`src/hw/mdcr_pkg.sv`:
```
// Package for the motor driver configuration register group (registers 4 to 9)
package mdcr_pkg;
    // ------------------------------------------------------------------
    // Frame layout
    // ------------------------------------------------------------------
    localparam int FRAME_W = 16;
    localparam int ADDR_HI = 15;
    localparam int ADDR_LO = 11;
    localparam int WR_BIT = 10;
    localparam int DATA_HI = 9;
    localparam int DATA_LO = 1;
    localparam int DATA_W = 9;
    localparam logic [4:0] BIT_CNT_FULL = 5'h10;

    // ------------------------------------------------------------------
    // Register addresses
    // ------------------------------------------------------------------
    localparam logic [4:0] ADDR_BEMF_DETECT = 5'h04;
    localparam logic [4:0] ADDR_WD_MIN = 5'h05;
    localparam logic [4:0] ADDR_WD_WINDOW = 5'h06;
    localparam logic [4:0] ADDR_SENSE_AMP = 5'h07;
    localparam logic [4:0] ADDR_TURN_ON = 5'h08;
    localparam logic [4:0] ADDR_TURN_OFF = 5'h09;

    // ------------------------------------------------------------------
    // Writable data bits per register (frame bits 9..1)
    // ------------------------------------------------------------------
    localparam logic [8:0] MASK_BEMF_DETECT = 9'h07f;
    localparam logic [8:0] MASK_WD_MIN = 9'h01f;
    localparam logic [8:0] MASK_WD_WINDOW = 9'h1ff;
    localparam logic [8:0] MASK_SENSE_AMP = 9'h1ff;
    localparam logic [8:0] MASK_GATE = 9'h0ff;

    // ------------------------------------------------------------------
    // Field positions inside the 9-bit data word
    // ------------------------------------------------------------------
    localparam int POS_SELECTOR = 4;
    localparam int POS_FILTER = 0;
    localparam int POS_FAIL_COUNT = 5;
    localparam int POS_WINDOW = 0;
    localparam int POS_MIN_TIME = 0;
    localparam int POS_CALIBRATE = 8;
    localparam int POS_OFFSET = 4;
    localparam int POS_OFFSET_OUT = 3;
    localparam int POS_GAIN = 0;
    localparam int POS_FIRST = 4;
    localparam int POS_SECOND = 0;

    // ------------------------------------------------------------------
    // Reset values
    // ------------------------------------------------------------------
    localparam logic [8:0] RST_BEMF_DETECT = 9'h001;
    localparam logic [8:0] RST_WD_MIN = 9'h000;
    localparam logic [8:0] RST_WD_WINDOW = 9'h000;
    localparam logic [8:0] RST_SENSE_AMP = 9'h0c2;
    localparam logic [8:0] RST_TURN_ON = 9'h000;
    localparam logic [8:0] RST_TURN_OFF = 9'h000;

    // ------------------------------------------------------------------
    // Scaling of decoded settings
    // ------------------------------------------------------------------
    localparam logic [7:0] WD_MIN_BASE_MS = 8'h01;
    localparam logic [7:0] WD_MIN_STEP_MS = 8'h02;
    localparam logic [8:0] WD_WIN_BASE_MS = 9'h00a;
    localparam logic [8:0] WD_WIN_STEP_MS = 9'h00a;
    localparam logic [16:0] TURN_ON_STEP_UA = 17'h0157c;
    localparam logic [16:0] TURN_OFF_STEP_UA = 17'h014b4;

    // Selector output choices
    typedef enum logic [1:0] {
        MDCR_SEL_SPEED,
        MDCR_SEL_PHASE_A,
        MDCR_SEL_PHASE_B,
        MDCR_SEL_PHASE_C
    } mdcr_sel_t;

    // Comparator inputs from the analog side
    typedef struct packed {
        logic speed_pulse_signal;
        logic phase_a;
        logic phase_b;
        logic phase_c;
    } mdcr_cmp_t;

    // Decoded settings handed to the analog and watchdog blocks
    typedef struct packed {
        logic [2:0] bemf_pin_selector;
        logic [3:0] windmill_filter_time;
        logic [15:0] filter_us;
        logic [7:0] wd_min_ms;
        logic [3:0] watchdog_fail_count;
        logic wd_counter_enable;
        logic [8:0] wd_window_ms;
        logic [3:0] amp_offset_level;
        logic [11:0] amp_offset_mv;
        logic amp_offset_out;
        logic [2:0] amp_gain_select;
        logic [5:0] amp_gain;
        logic [3:0] turn_on_current_first;
        logic [3:0] turn_on_current_second;
        logic [3:0] turn_off_current_first;
        logic [3:0] turn_off_current_second;
        logic [16:0] turn_on_first_ua;
        logic [16:0] turn_on_second_ua;
        logic [16:0] turn_off_first_ua;
        logic [16:0] turn_off_second_ua;
        logic [3:0] switch_mode;
    } mdcr_cfg_t;
endpackage

```
`src/hw/mdcr_sync.sv`:
```
// Three-stage input synchroniser with agreement filter
`timescale 1ns/1ps
module mdcr_sync #(
    parameter int W = 1,
    parameter logic [W-1:0] INIT = '0
) (
    // Clock and reset
    input wire logic mclk,
    input wire logic srst,
    // Asynchronous inputs
    input wire logic [W-1:0] async_in,
    // Filtered level
    output logic [W-1:0] level
);
    logic [W-1:0] s1_reg, s2_reg, s3_reg, level_reg;
    logic [W-1:0] level_next;

    // A change only counts once stages two and three agree
    always_comb begin
        level_next = level_reg;
        for (int i = 0; i < W; i++) begin
            if (s2_reg[i] == s3_reg[i]) begin
                level_next[i] = s2_reg[i];
            end
        end
    end

    always_ff @(posedge mclk) begin
        if (srst) begin
            s1_reg <= INIT;
            s2_reg <= INIT;
            s3_reg <= INIT;
            level_reg <= INIT;
        end else begin
            s1_reg <= async_in;
            s2_reg <= s1_reg;
            s3_reg <= s2_reg;
            level_reg <= level_next;
        end
    end

    assign level = level_reg;
endmodule

```
`src/hw/mdcr_regs.sv`:
```
// Serial-frame configuration registers 4 to 9 of the motor gate driver
`timescale 1ns/1ps
module mdcr_regs (
    // Clock and reset
    input wire logic mclk,
    input wire logic srst,
    // Serial interface pins
    input wire logic strobe_n,
    input wire logic sck,
    input wire logic sdi,
    output logic sdo_o,
    output logic sdo_oe,
    // Comparator inputs
    input wire mdcr_pkg::mdcr_cmp_t cmp_in,
    // Settings and events
    output logic bemf_pin_out,
    output logic calibrate_start,
    output logic frame_error,
    output mdcr_pkg::mdcr_cfg_t cfg
);
    import mdcr_pkg::*;

    // ------------------------------------------------------------------
    // Decode helpers
    // ------------------------------------------------------------------
    function automatic logic [15:0] filter_us_of(input logic [3:0] code);
        logic [15:0] t;
        t = 16'h0000;
        unique case (code)
            4'h0: t = 16'h0000;
            4'h1: t = 16'h00c8;
            4'h2: t = 16'h0190;
            4'h3: t = 16'h0258;
            4'h4: t = 16'h0320;
            4'h5: t = 16'h03e8;
            4'h6: t = 16'h07d0;
            4'h7: t = 16'h0fa0;
            4'h8: t = 16'h1388;
            4'h9: t = 16'h1770;
            4'ha: t = 16'h2710;
            4'hb: t = 16'h2ee0;
            4'hc: t = 16'h36b0;
            4'hd: t = 16'h3e80;
            4'he: t = 16'h4650;
            4'hf: t = 16'h4e20;
        endcase
        return t;
    endfunction

    function automatic logic [11:0] offset_mv_of(input logic [3:0] code);
        logic [11:0] v;
        v = 12'h000;
        unique case (code)
            4'h0, 4'h1: v = 12'h000;
            4'h2, 4'h3: v = 12'h064;
            4'h4: v = 12'h0c8;
            4'h5: v = 12'h12c;
            4'h6: v = 12'h190;
            4'h7: v = 12'h1f4;
            4'h8: v = 12'h2ee;
            4'h9: v = 12'h3e8;
            4'ha: v = 12'h4e2;
            4'hb: v = 12'h5dc;
            4'hc: v = 12'h672;
            4'hd: v = 12'h7d0;
            4'he: v = 12'h8ca;
            4'hf: v = 12'h9c4;
        endcase
        return v;
    endfunction

    function automatic logic [5:0] gain_of(input logic [2:0] code);
        logic [5:0] g;
        g = (code == 3'h7) ? 6'h32 : 6'(6'h0a + 6'(code) * 6'h05);
        return g;
    endfunction

    function automatic logic [16:0] current_ua(input logic [3:0] n, input logic [16:0] step);
        logic [16:0] c;
        c = 17'(step * 17'(n));
        return c;
    endfunction

    // ------------------------------------------------------------------
    // Pin synchronisers
    // ------------------------------------------------------------------
    logic [6:0] pins;
    logic strn_s, sck_s, sdi_s;
    mdcr_cmp_t cmp_s;

    mdcr_sync #(.W(7), .INIT(7'h40)) u_sync (
        .mclk(mclk),
        .srst(srst),
        .async_in({strobe_n, sck, sdi, cmp_in}),
        .level(pins)
    );
    assign strn_s = pins[6];
    assign sck_s = pins[5];
    assign sdi_s = pins[4];
    assign cmp_s = pins[3:0];

    // ------------------------------------------------------------------
    // Serial frame engine
    // ------------------------------------------------------------------
    logic strn_prev_reg, sck_prev_reg, strn_prev_next, sck_prev_next;
    logic [4:0] bit_cnt_reg, bit_cnt_next;
    logic [15:0] shin_reg, shin_next, shout_reg, shout_next;
    logic [4:0] rd_addr_reg, rd_addr_next;
    logic sdo_reg, sdo_next, sdo_oe_reg, sdo_oe_next;
    logic ferr_reg, ferr_next;
    logic wr_en;
    logic [4:0] fr_addr;
    logic [8:0] fr_data;
    logic [8:0] r4_reg, r5_reg, r6_reg, r7_reg, r8_reg, r9_reg;
    logic [8:0] r4_next, r5_next, r6_next, r7_next, r8_next, r9_next;
    logic [8:0] rd_data;
    logic [15:0] rd_frame;

    // Read data for the address of the last complete frame with odd parity
    always_comb begin
        unique case (rd_addr_reg)
            ADDR_BEMF_DETECT: rd_data = r4_reg;
            ADDR_WD_MIN: rd_data = r5_reg;
            ADDR_WD_WINDOW: rd_data = r6_reg;
            ADDR_SENSE_AMP: rd_data = r7_reg;
            ADDR_TURN_ON: rd_data = r8_reg;
            ADDR_TURN_OFF: rd_data = r9_reg;
            default: rd_data = 9'h000;
        endcase
        rd_frame = {rd_addr_reg, 1'b0, rd_data, 1'b0};
        rd_frame[0] = ~^rd_frame[15:1];
    end

    assign fr_addr = shin_reg[ADDR_HI:ADDR_LO];
    assign fr_data = shin_reg[DATA_HI:DATA_LO];

    always_comb begin
        strn_prev_next = strn_s;
        sck_prev_next = sck_s;
        bit_cnt_next = bit_cnt_reg;
        shin_next = shin_reg;
        shout_next = shout_reg;
        rd_addr_next = rd_addr_reg;
        sdo_next = sdo_reg;
        sdo_oe_next = ~strn_s;
        ferr_next = ferr_reg;
        wr_en = 1'b0;
        if (strn_prev_reg && !strn_s) begin
            // Frame opens: present the first read bit at once
            bit_cnt_next = 5'h00;
            shout_next = {rd_frame[14:0], 1'b0};
            sdo_next = rd_frame[15];
        end else if (!strn_s) begin
            if (!sck_prev_reg && sck_s && bit_cnt_reg != BIT_CNT_FULL) begin
                shin_next = {shin_reg[14:0], sdi_s};
                bit_cnt_next = 5'(bit_cnt_reg + 5'h01);
            end else if (sck_prev_reg && !sck_s) begin
                sdo_next = shout_reg[15];
                shout_next = {shout_reg[14:0], 1'b0};
            end
        end else if (!strn_prev_reg && strn_s) begin
            // Frame closes: commit only complete frames with odd parity
            if (bit_cnt_reg == BIT_CNT_FULL && ^shin_reg) begin
                ferr_next = 1'b0;
                rd_addr_next = fr_addr;
                wr_en = shin_reg[WR_BIT];
            end else begin
                ferr_next = 1'b1;
            end
        end
    end

    always_ff @(posedge mclk) begin
        if (srst) begin
            strn_prev_reg <= 1'b1;
            sck_prev_reg <= 1'b0;
            bit_cnt_reg <= 5'h00;
            shin_reg <= 16'h0000;
            shout_reg <= 16'h0000;
            rd_addr_reg <= 5'h00;
            sdo_reg <= 1'b0;
            sdo_oe_reg <= 1'b0;
            ferr_reg <= 1'b0;
        end else begin
            strn_prev_reg <= strn_prev_next;
            sck_prev_reg <= sck_prev_next;
            bit_cnt_reg <= bit_cnt_next;
            shin_reg <= shin_next;
            shout_reg <= shout_next;
            rd_addr_reg <= rd_addr_next;
            sdo_reg <= sdo_next;
            sdo_oe_reg <= sdo_oe_next;
            ferr_reg <= ferr_next;
        end
    end

    // ------------------------------------------------------------------
    // Register file
    // ------------------------------------------------------------------
    logic cal_next, cal_reg;

    always_comb begin
        r4_next = r4_reg;
        r5_next = r5_reg;
        r6_next = r6_reg;
        r7_next = r7_reg;
        r8_next = r8_reg;
        r9_next = r9_reg;
        cal_next = 1'b0;
        if (wr_en) begin
            unique case (fr_addr)
                ADDR_BEMF_DETECT: r4_next = fr_data & MASK_BEMF_DETECT;
                ADDR_WD_MIN: r5_next = fr_data & MASK_WD_MIN;
                ADDR_WD_WINDOW: r6_next = fr_data & MASK_WD_WINDOW;
                ADDR_SENSE_AMP: begin
                    r7_next = fr_data & MASK_SENSE_AMP;
                    // Level or falling calibrate bit does nothing
                    cal_next = fr_data[POS_CALIBRATE] && !r7_reg[POS_CALIBRATE]
                        && !fr_data[POS_OFFSET_OUT];
                end
                ADDR_TURN_ON: r8_next = fr_data & MASK_GATE;
                ADDR_TURN_OFF: r9_next = fr_data & MASK_GATE;
                default: r4_next = r4_reg;
            endcase
        end
    end

    always_ff @(posedge mclk) begin
        if (srst) begin
            r4_reg <= RST_BEMF_DETECT;
            r5_reg <= RST_WD_MIN;
            r6_reg <= RST_WD_WINDOW;
            r7_reg <= RST_SENSE_AMP;
            r8_reg <= RST_TURN_ON;
            r9_reg <= RST_TURN_OFF;
            cal_reg <= 1'b0;
        end else begin
            r4_reg <= r4_next;
            r5_reg <= r5_next;
            r6_reg <= r6_next;
            r7_reg <= r7_next;
            r8_reg <= r8_next;
            r9_reg <= r9_next;
            cal_reg <= cal_next;
        end
    end

    // ------------------------------------------------------------------
    // Decoded settings and comparator selector
    // ------------------------------------------------------------------
    mdcr_cfg_t cfg_reg, cfg_next;
    logic bemf_reg, bemf_next;

    always_comb begin
        cfg_next.bemf_pin_selector = r4_reg[POS_SELECTOR +: 3];
        cfg_next.windmill_filter_time = r4_reg[POS_FILTER +: 4];
        cfg_next.filter_us = filter_us_of(r4_reg[POS_FILTER +: 4]);
        cfg_next.wd_min_ms = 8'(WD_MIN_BASE_MS + WD_MIN_STEP_MS * 8'(r5_reg[POS_MIN_TIME +: 5]));
        cfg_next.watchdog_fail_count = r6_reg[POS_FAIL_COUNT +: 4];
        cfg_next.wd_counter_enable = r6_reg[POS_FAIL_COUNT +: 4] != 4'h0;
        cfg_next.wd_window_ms = 9'(WD_WIN_BASE_MS + WD_WIN_STEP_MS * 9'(r6_reg[POS_WINDOW +: 5]));
        cfg_next.amp_offset_level = r7_reg[POS_OFFSET +: 4];
        cfg_next.amp_offset_mv = offset_mv_of(r7_reg[POS_OFFSET +: 4]);
        cfg_next.amp_offset_out = r7_reg[POS_OFFSET_OUT];
        cfg_next.amp_gain_select = r7_reg[POS_GAIN +: 3];
        cfg_next.amp_gain = gain_of(r7_reg[POS_GAIN +: 3]);
        cfg_next.turn_on_current_first = r8_reg[POS_FIRST +: 4];
        cfg_next.turn_on_current_second = r8_reg[POS_SECOND +: 4];
        cfg_next.turn_off_current_first = r9_reg[POS_FIRST +: 4];
        cfg_next.turn_off_current_second = r9_reg[POS_SECOND +: 4];
        cfg_next.turn_on_first_ua = current_ua(r8_reg[POS_FIRST +: 4], TURN_ON_STEP_UA);
        cfg_next.turn_on_second_ua = current_ua(r8_reg[POS_SECOND +: 4], TURN_ON_STEP_UA);
        cfg_next.turn_off_first_ua = current_ua(r9_reg[POS_FIRST +: 4], TURN_OFF_STEP_UA);
        cfg_next.turn_off_second_ua = current_ua(r9_reg[POS_SECOND +: 4], TURN_OFF_STEP_UA);
        // Bits 3..0: on first, on second, off first, off second
        cfg_next.switch_mode = {r8_reg[POS_FIRST +: 4] == 4'h0, r8_reg[POS_SECOND +: 4] == 4'h0,
            r9_reg[POS_FIRST +: 4] == 4'h0, r9_reg[POS_SECOND +: 4] == 4'h0};
        bemf_next = 1'b0;
        if (!r4_reg[POS_SELECTOR + 2]) begin
            unique case (mdcr_sel_t'(r4_reg[POS_SELECTOR +: 2]))
                MDCR_SEL_SPEED: bemf_next = cmp_s.speed_pulse_signal;
                MDCR_SEL_PHASE_A: bemf_next = cmp_s.phase_a;
                MDCR_SEL_PHASE_B: bemf_next = cmp_s.phase_b;
                MDCR_SEL_PHASE_C: bemf_next = cmp_s.phase_c;
            endcase
        end
    end

    always_ff @(posedge mclk) begin
        if (srst) begin
            cfg_reg <= '0;
            bemf_reg <= 1'b0;
        end else begin
            cfg_reg <= cfg_next;
            bemf_reg <= bemf_next;
        end
    end

    assign cfg = cfg_reg;
    assign bemf_pin_out = bemf_reg;
    assign calibrate_start = cal_reg;
    assign frame_error = ferr_reg;
    assign sdo_o = sdo_reg;
    assign sdo_oe = sdo_oe_reg;
endmodule

```
`config.mk`:
```
export PLATFORM = sky130hd
export DESIGN_NAME = mdcr_regs
export DESIGN_NICKNAME = d
export VERILOG_FILES = /design/src/hw/mdcr_pkg.sv /design/src/hw/mdcr_sync.sv /design/src/hw/mdcr_regs.sv
export SDC_FILE = /design/constraint.sdc
export NUM_CORES = 1
export LEC_CHECK = 0
export ABC_AREA = 0
export BUFFER_PORTS_ARGS = -buffer_cell sky130_fd_sc_hd__buf_2
export CORE_MARGIN = 5
export CORE_UTILIZATION = 45
export DETAILED_ROUTE_END_ITERATION = 16
export PLACE_DENSITY = 0.65
export SLEW_MARGIN = 20
export SYNTH_ARGS = -nofsm -noshare
export SYNTH_HDL_FRONTEND = slang
export SYNTH_SLANG_ARGS = --single-unit
```
`constraint.sdc`:
```
create_clock -name mclk -period 10.05 [get_ports mclk]
set_input_delay 0.5025 -clock mclk [delete_from_list [all_inputs] [get_ports mclk]]
set_output_delay 0.5025 -clock mclk [all_outputs]
set_load 0.05 [all_outputs]
```
==> results_tabular.tex <==
\begin{tabular}{lr}
\hline
Metric & Value \\
\hline
\multicolumn{2}{l}{\textbf{Run status}} \\
Result of the run & finished clean \\
\multicolumn{2}{l}{\textbf{Routing}} \\
Number of routed nets with antenna violations & 0 \\
Total number of vias & 8680 \\
Remaining DRCs & 0 \\
Final Routed Wirelength & 25.6 mm \\
Drt pass-1 iters & 6 \\
Mean number of vias per cell & roughly 5 \\
Initial DRC count & just under 700 \\
Post-detailed-route wirelength per cell & 15.0 µm \\
\multicolumn{2}{l}{\textbf{Clocking}} \\
Clock-pin slew reported for the worst setup and hold paths after clock tree synthesis & $\sim$60 ps \\
Clock tree buffer depth & 3 \\
Root buffer selected by CTS & clkbuf\_16 \\
\# resized after CTS & 0 \\
Hold-fix buffers, CTS & 0 \\
Number of buffers created by CTS & 28 \\
Number of H-tree branching levels & 1 \\
TritonCTS clock tree & yes \\
Clock latency on the worst-skew pair & 530 ps \\
Postcts setup bufs & 0 \\
Clock sink count & between 200 and 300 \\
\multicolumn{2}{l}{\textbf{Cells and area}} \\
Layout filler cell count & 2350 \\
Share of cells above drive strength 1 & 16.1\% \\
Area growth from synthesis to layout & 15.4\% \\
Combined area of the multi-input logic cells & 5980 µm² \\
Final net count & 1497 \\
Finished layout cell area & approximately 14000 µm² \\
FF/Latch Area & 5180 µm² \\
Diode insertion count for antenna repair & 0 \\
Max reg flops & approximately 140 \\
\multicolumn{2}{l}{\textbf{Logic synthesis}} \\
Cell types with the largest area share after synthesis & dfxtp\_1 44\%, ha\_1 12\%, nor2\_1 4.5\% \\
Post-Synth XOR/XNOR Area & under 10\% \\
Number of enable flip-flop cells after synthesis & 0 \\
Fraction of post-synthesis cell area in the top cell type by area & 43.8\% \\
Multiplexer fraction of the synthesized cell area & 4.09\% \\
FFs w/ async S/R, synth & 0\% \\
Dominant cell by count in the synthesized netlist & dfxtp\_1 \\
Area fraction in compound gates after synthesis & 11.1\% \\
Register area share after synthesis & 43.8\% \\
Average size of a mapped cell & 9.60 µm² \\
Post-synth cell types & 63 \\
Synthesized cell area & 11800 µm² \\
Most used standard cells in the synthesized netlist & 259 x dfxtp\_1, 142 x nor2\_1, 113 x ha\_1 \\
Adder-cell share of the synthesized area & between 10\% and 20\% \\
Synth Warn \# & 0 \\
Cell accounting for the most synthesized area & dfxtp\_1 \\
Combinational family with the most area after synthesis & simple AND/OR/NAND/NOR gates \\
Number of flip-flops and latches in the synthesized netlist & 259 \\
Number of instances in the synthesized netlist & approximately 1200 \\
Most used flip-flop cell after synthesis & dfxtp\_1 \\
Post-synthesis simple-gate area fraction & 15.4\% \\
\multicolumn{2}{l}{\textbf{Global routing}} \\
GR Util All Layers & approximately 17\% \\
Number of global-route vias before repair & approximately 8000 \\
First-pass GRT wire length & approximately 41 mm \\
Remaining global-route overflow & 0 \\
Antenna violations before repair & 0 \\
Maximum number of pins on one net before global-route repair & 87 \\
\multicolumn{2}{l}{\textbf{STA}} \\
Setup\_tns & 0 ps \\
Final Hold Vio Count & 0 \\
Number of pins with negative max-slew slack in the final report & 0 \\
Achievable Freq & 277 MHz \\
Final worst path period need & 3610 ps \\
Max-slew headroom at the worst pin & 39.1\% \\
Period Utilization, post-route & 35.9\% \\
RSZ-0062 raised after global routing & false \\
Final setup violation count & 0 \\
Slew of the pin with the lowest slew margin & 911 ps \\
Clock Skews & 21.3 ps \\
\multicolumn{2}{l}{\textbf{Die}} \\
I/O pin cnt & 173 \\
Die Footprint & approximately 30000 µm² \\
Die Ht & 172 µm \\
Row count & 59 \\
Width of the chip & 172 µm \\
Initial Utilization & 45.5\% \\
Core Footprint & 26000 µm² \\
\multicolumn{2}{l}{\textbf{Placement}} \\
Gp weighted congestion & 0.860 \\
Number of port buffers & 156 \\
Post-detail-place hpwl & about 19 mm \\
Standard cell area after detailed placement & 12700 µm² \\
\multicolumn{2}{l}{\textbf{Worst setup path}} \\
Critical path data required time & 10500 ps \\
Maximum fanout along the worst path & 9 \\
Crit path launch type & flop \\
Setup Crit Path Kind & reg2reg \\
Data arrival time at the worst-slack endpoint & 4060 ps \\
Startpoint of the most critical setup path & r8\_reg[6] \\
Critical R2R Launch & r8\_reg[6] \\
Worst setup EP type & flop \\
\multicolumn{2}{l}{\textbf{Hold path}} \\
Origin of the worst min-delay path & strobe\_n \\
Hold/Removal Path Class & in2reg \\
\multicolumn{2}{l}{\textbf{Power}} \\
Power density over the cells & 158 nW/µm² \\
Leakage dissipation & 6.25 nW \\
Peak ir drop on the vdd network & about 0.00013 V \\
\multicolumn{2}{l}{\textbf{Job}} \\
Number of violations of the max-capacitance limit & 0 \\
\hline
\end{tabular}
## power by group
part           internal [W]  switching [W]
logic            0.00000906      0.0000504
registers           0.00104     0.00000211
clock network      0.000667       0.000399
total               0.00171       0.000451
## cells in the final DEF, fill, tap and decap left out, types with 11 or more instances in the layout
cell / Yosys / layout
xor2_1: 15 / 15
fa_1: 19 / 19
a21oi_1: 62 / 62
dfxtp_1: 259 / 259
xnor2_1: 41 / 41
mux2i_1: 45 / 45
o21ai_0: 54 / 54
clkbuf_16: 0 / 29
nor2_1: 142 / 142
a22oi_1: 11 / 11
inv_1: 72 / 72
nor2b_1: 65 / 64
conb_1: 1 / 16
nor3_1: 21 / 21
buf_2: 8 / 155
nand2_1: 86 / 86
a222oi_1: 17 / 17
ha_1: 113 / 113
## final cells by class
| type | instances | share of cell area, % |
|---|---|---|
| multi-input cells | 834 | 43.8 |
| flip-flops and latches | 259 | 38.0 |
| clock buffers | 42 | 6.33 |
| repair buffers | 159 | 5.93 |
| well taps | 335 | 3.07 |
| inverters | 74 | 2.03 |
| clock inverters | 7 | 0.870 |
## worst max-delay path: stages (launching register included)
cell      delay [ps]
dfxtp_1          530
fa_1             560
inv_1            110
fa_1             470
fa_1             450
nor2b_1          160
o21ai_0          110
a21boi_0         240
o21ai_0          140
a21boi_0         340
o21a_1           180
nor3_1            50
nor3_1           190
## worst paths after layout
kind	cells after the start	to	slack, ps
max	12	cfg[67]	6440
max reg2reg	12	cfg[67]	6440
min reg2reg	1	u_sync.s2_reg[6]	410
min	2	u_sync.s1_reg[6]	170
## stage by stage
step	total power (W)	utilization [%]	cells	hold slack, ps	worst slack, ps
detailed placement	0.00112	48.8	1661	400	6450
global route	0.00223	52.6	1710	160	6050
finish	0.00216	52.6	1710	168	6440
global placement	0.00112	48.8	1661	392	6530
floorplan	0.00111	-	1247	389	6710
CTS	0.00219	52.6	1710	149	6430
## cells by family (layout without fill, tap and decap cells)
family          Yosys count  in the layout
compound gates          205            205
xor+xnor                 57             57
fa+ha+maj               132            132
buf+inv                 154            282
flops                   259            259
mux                      48             48
other cells               1             16
simple gates            376            376
## metal layers
metal	GRT usage (%)	wire length [µm]	vias to the layer above	share of wire, %
met2	27.7	11600	235	45
met3	2.63	1610	37	6.3
li1	-	-	4363	-
met1	23.4	11900	4045	46
met4	3.86	534	0	2.1
met5	0	0	-	0
Power figures use the tool's default switching activity.
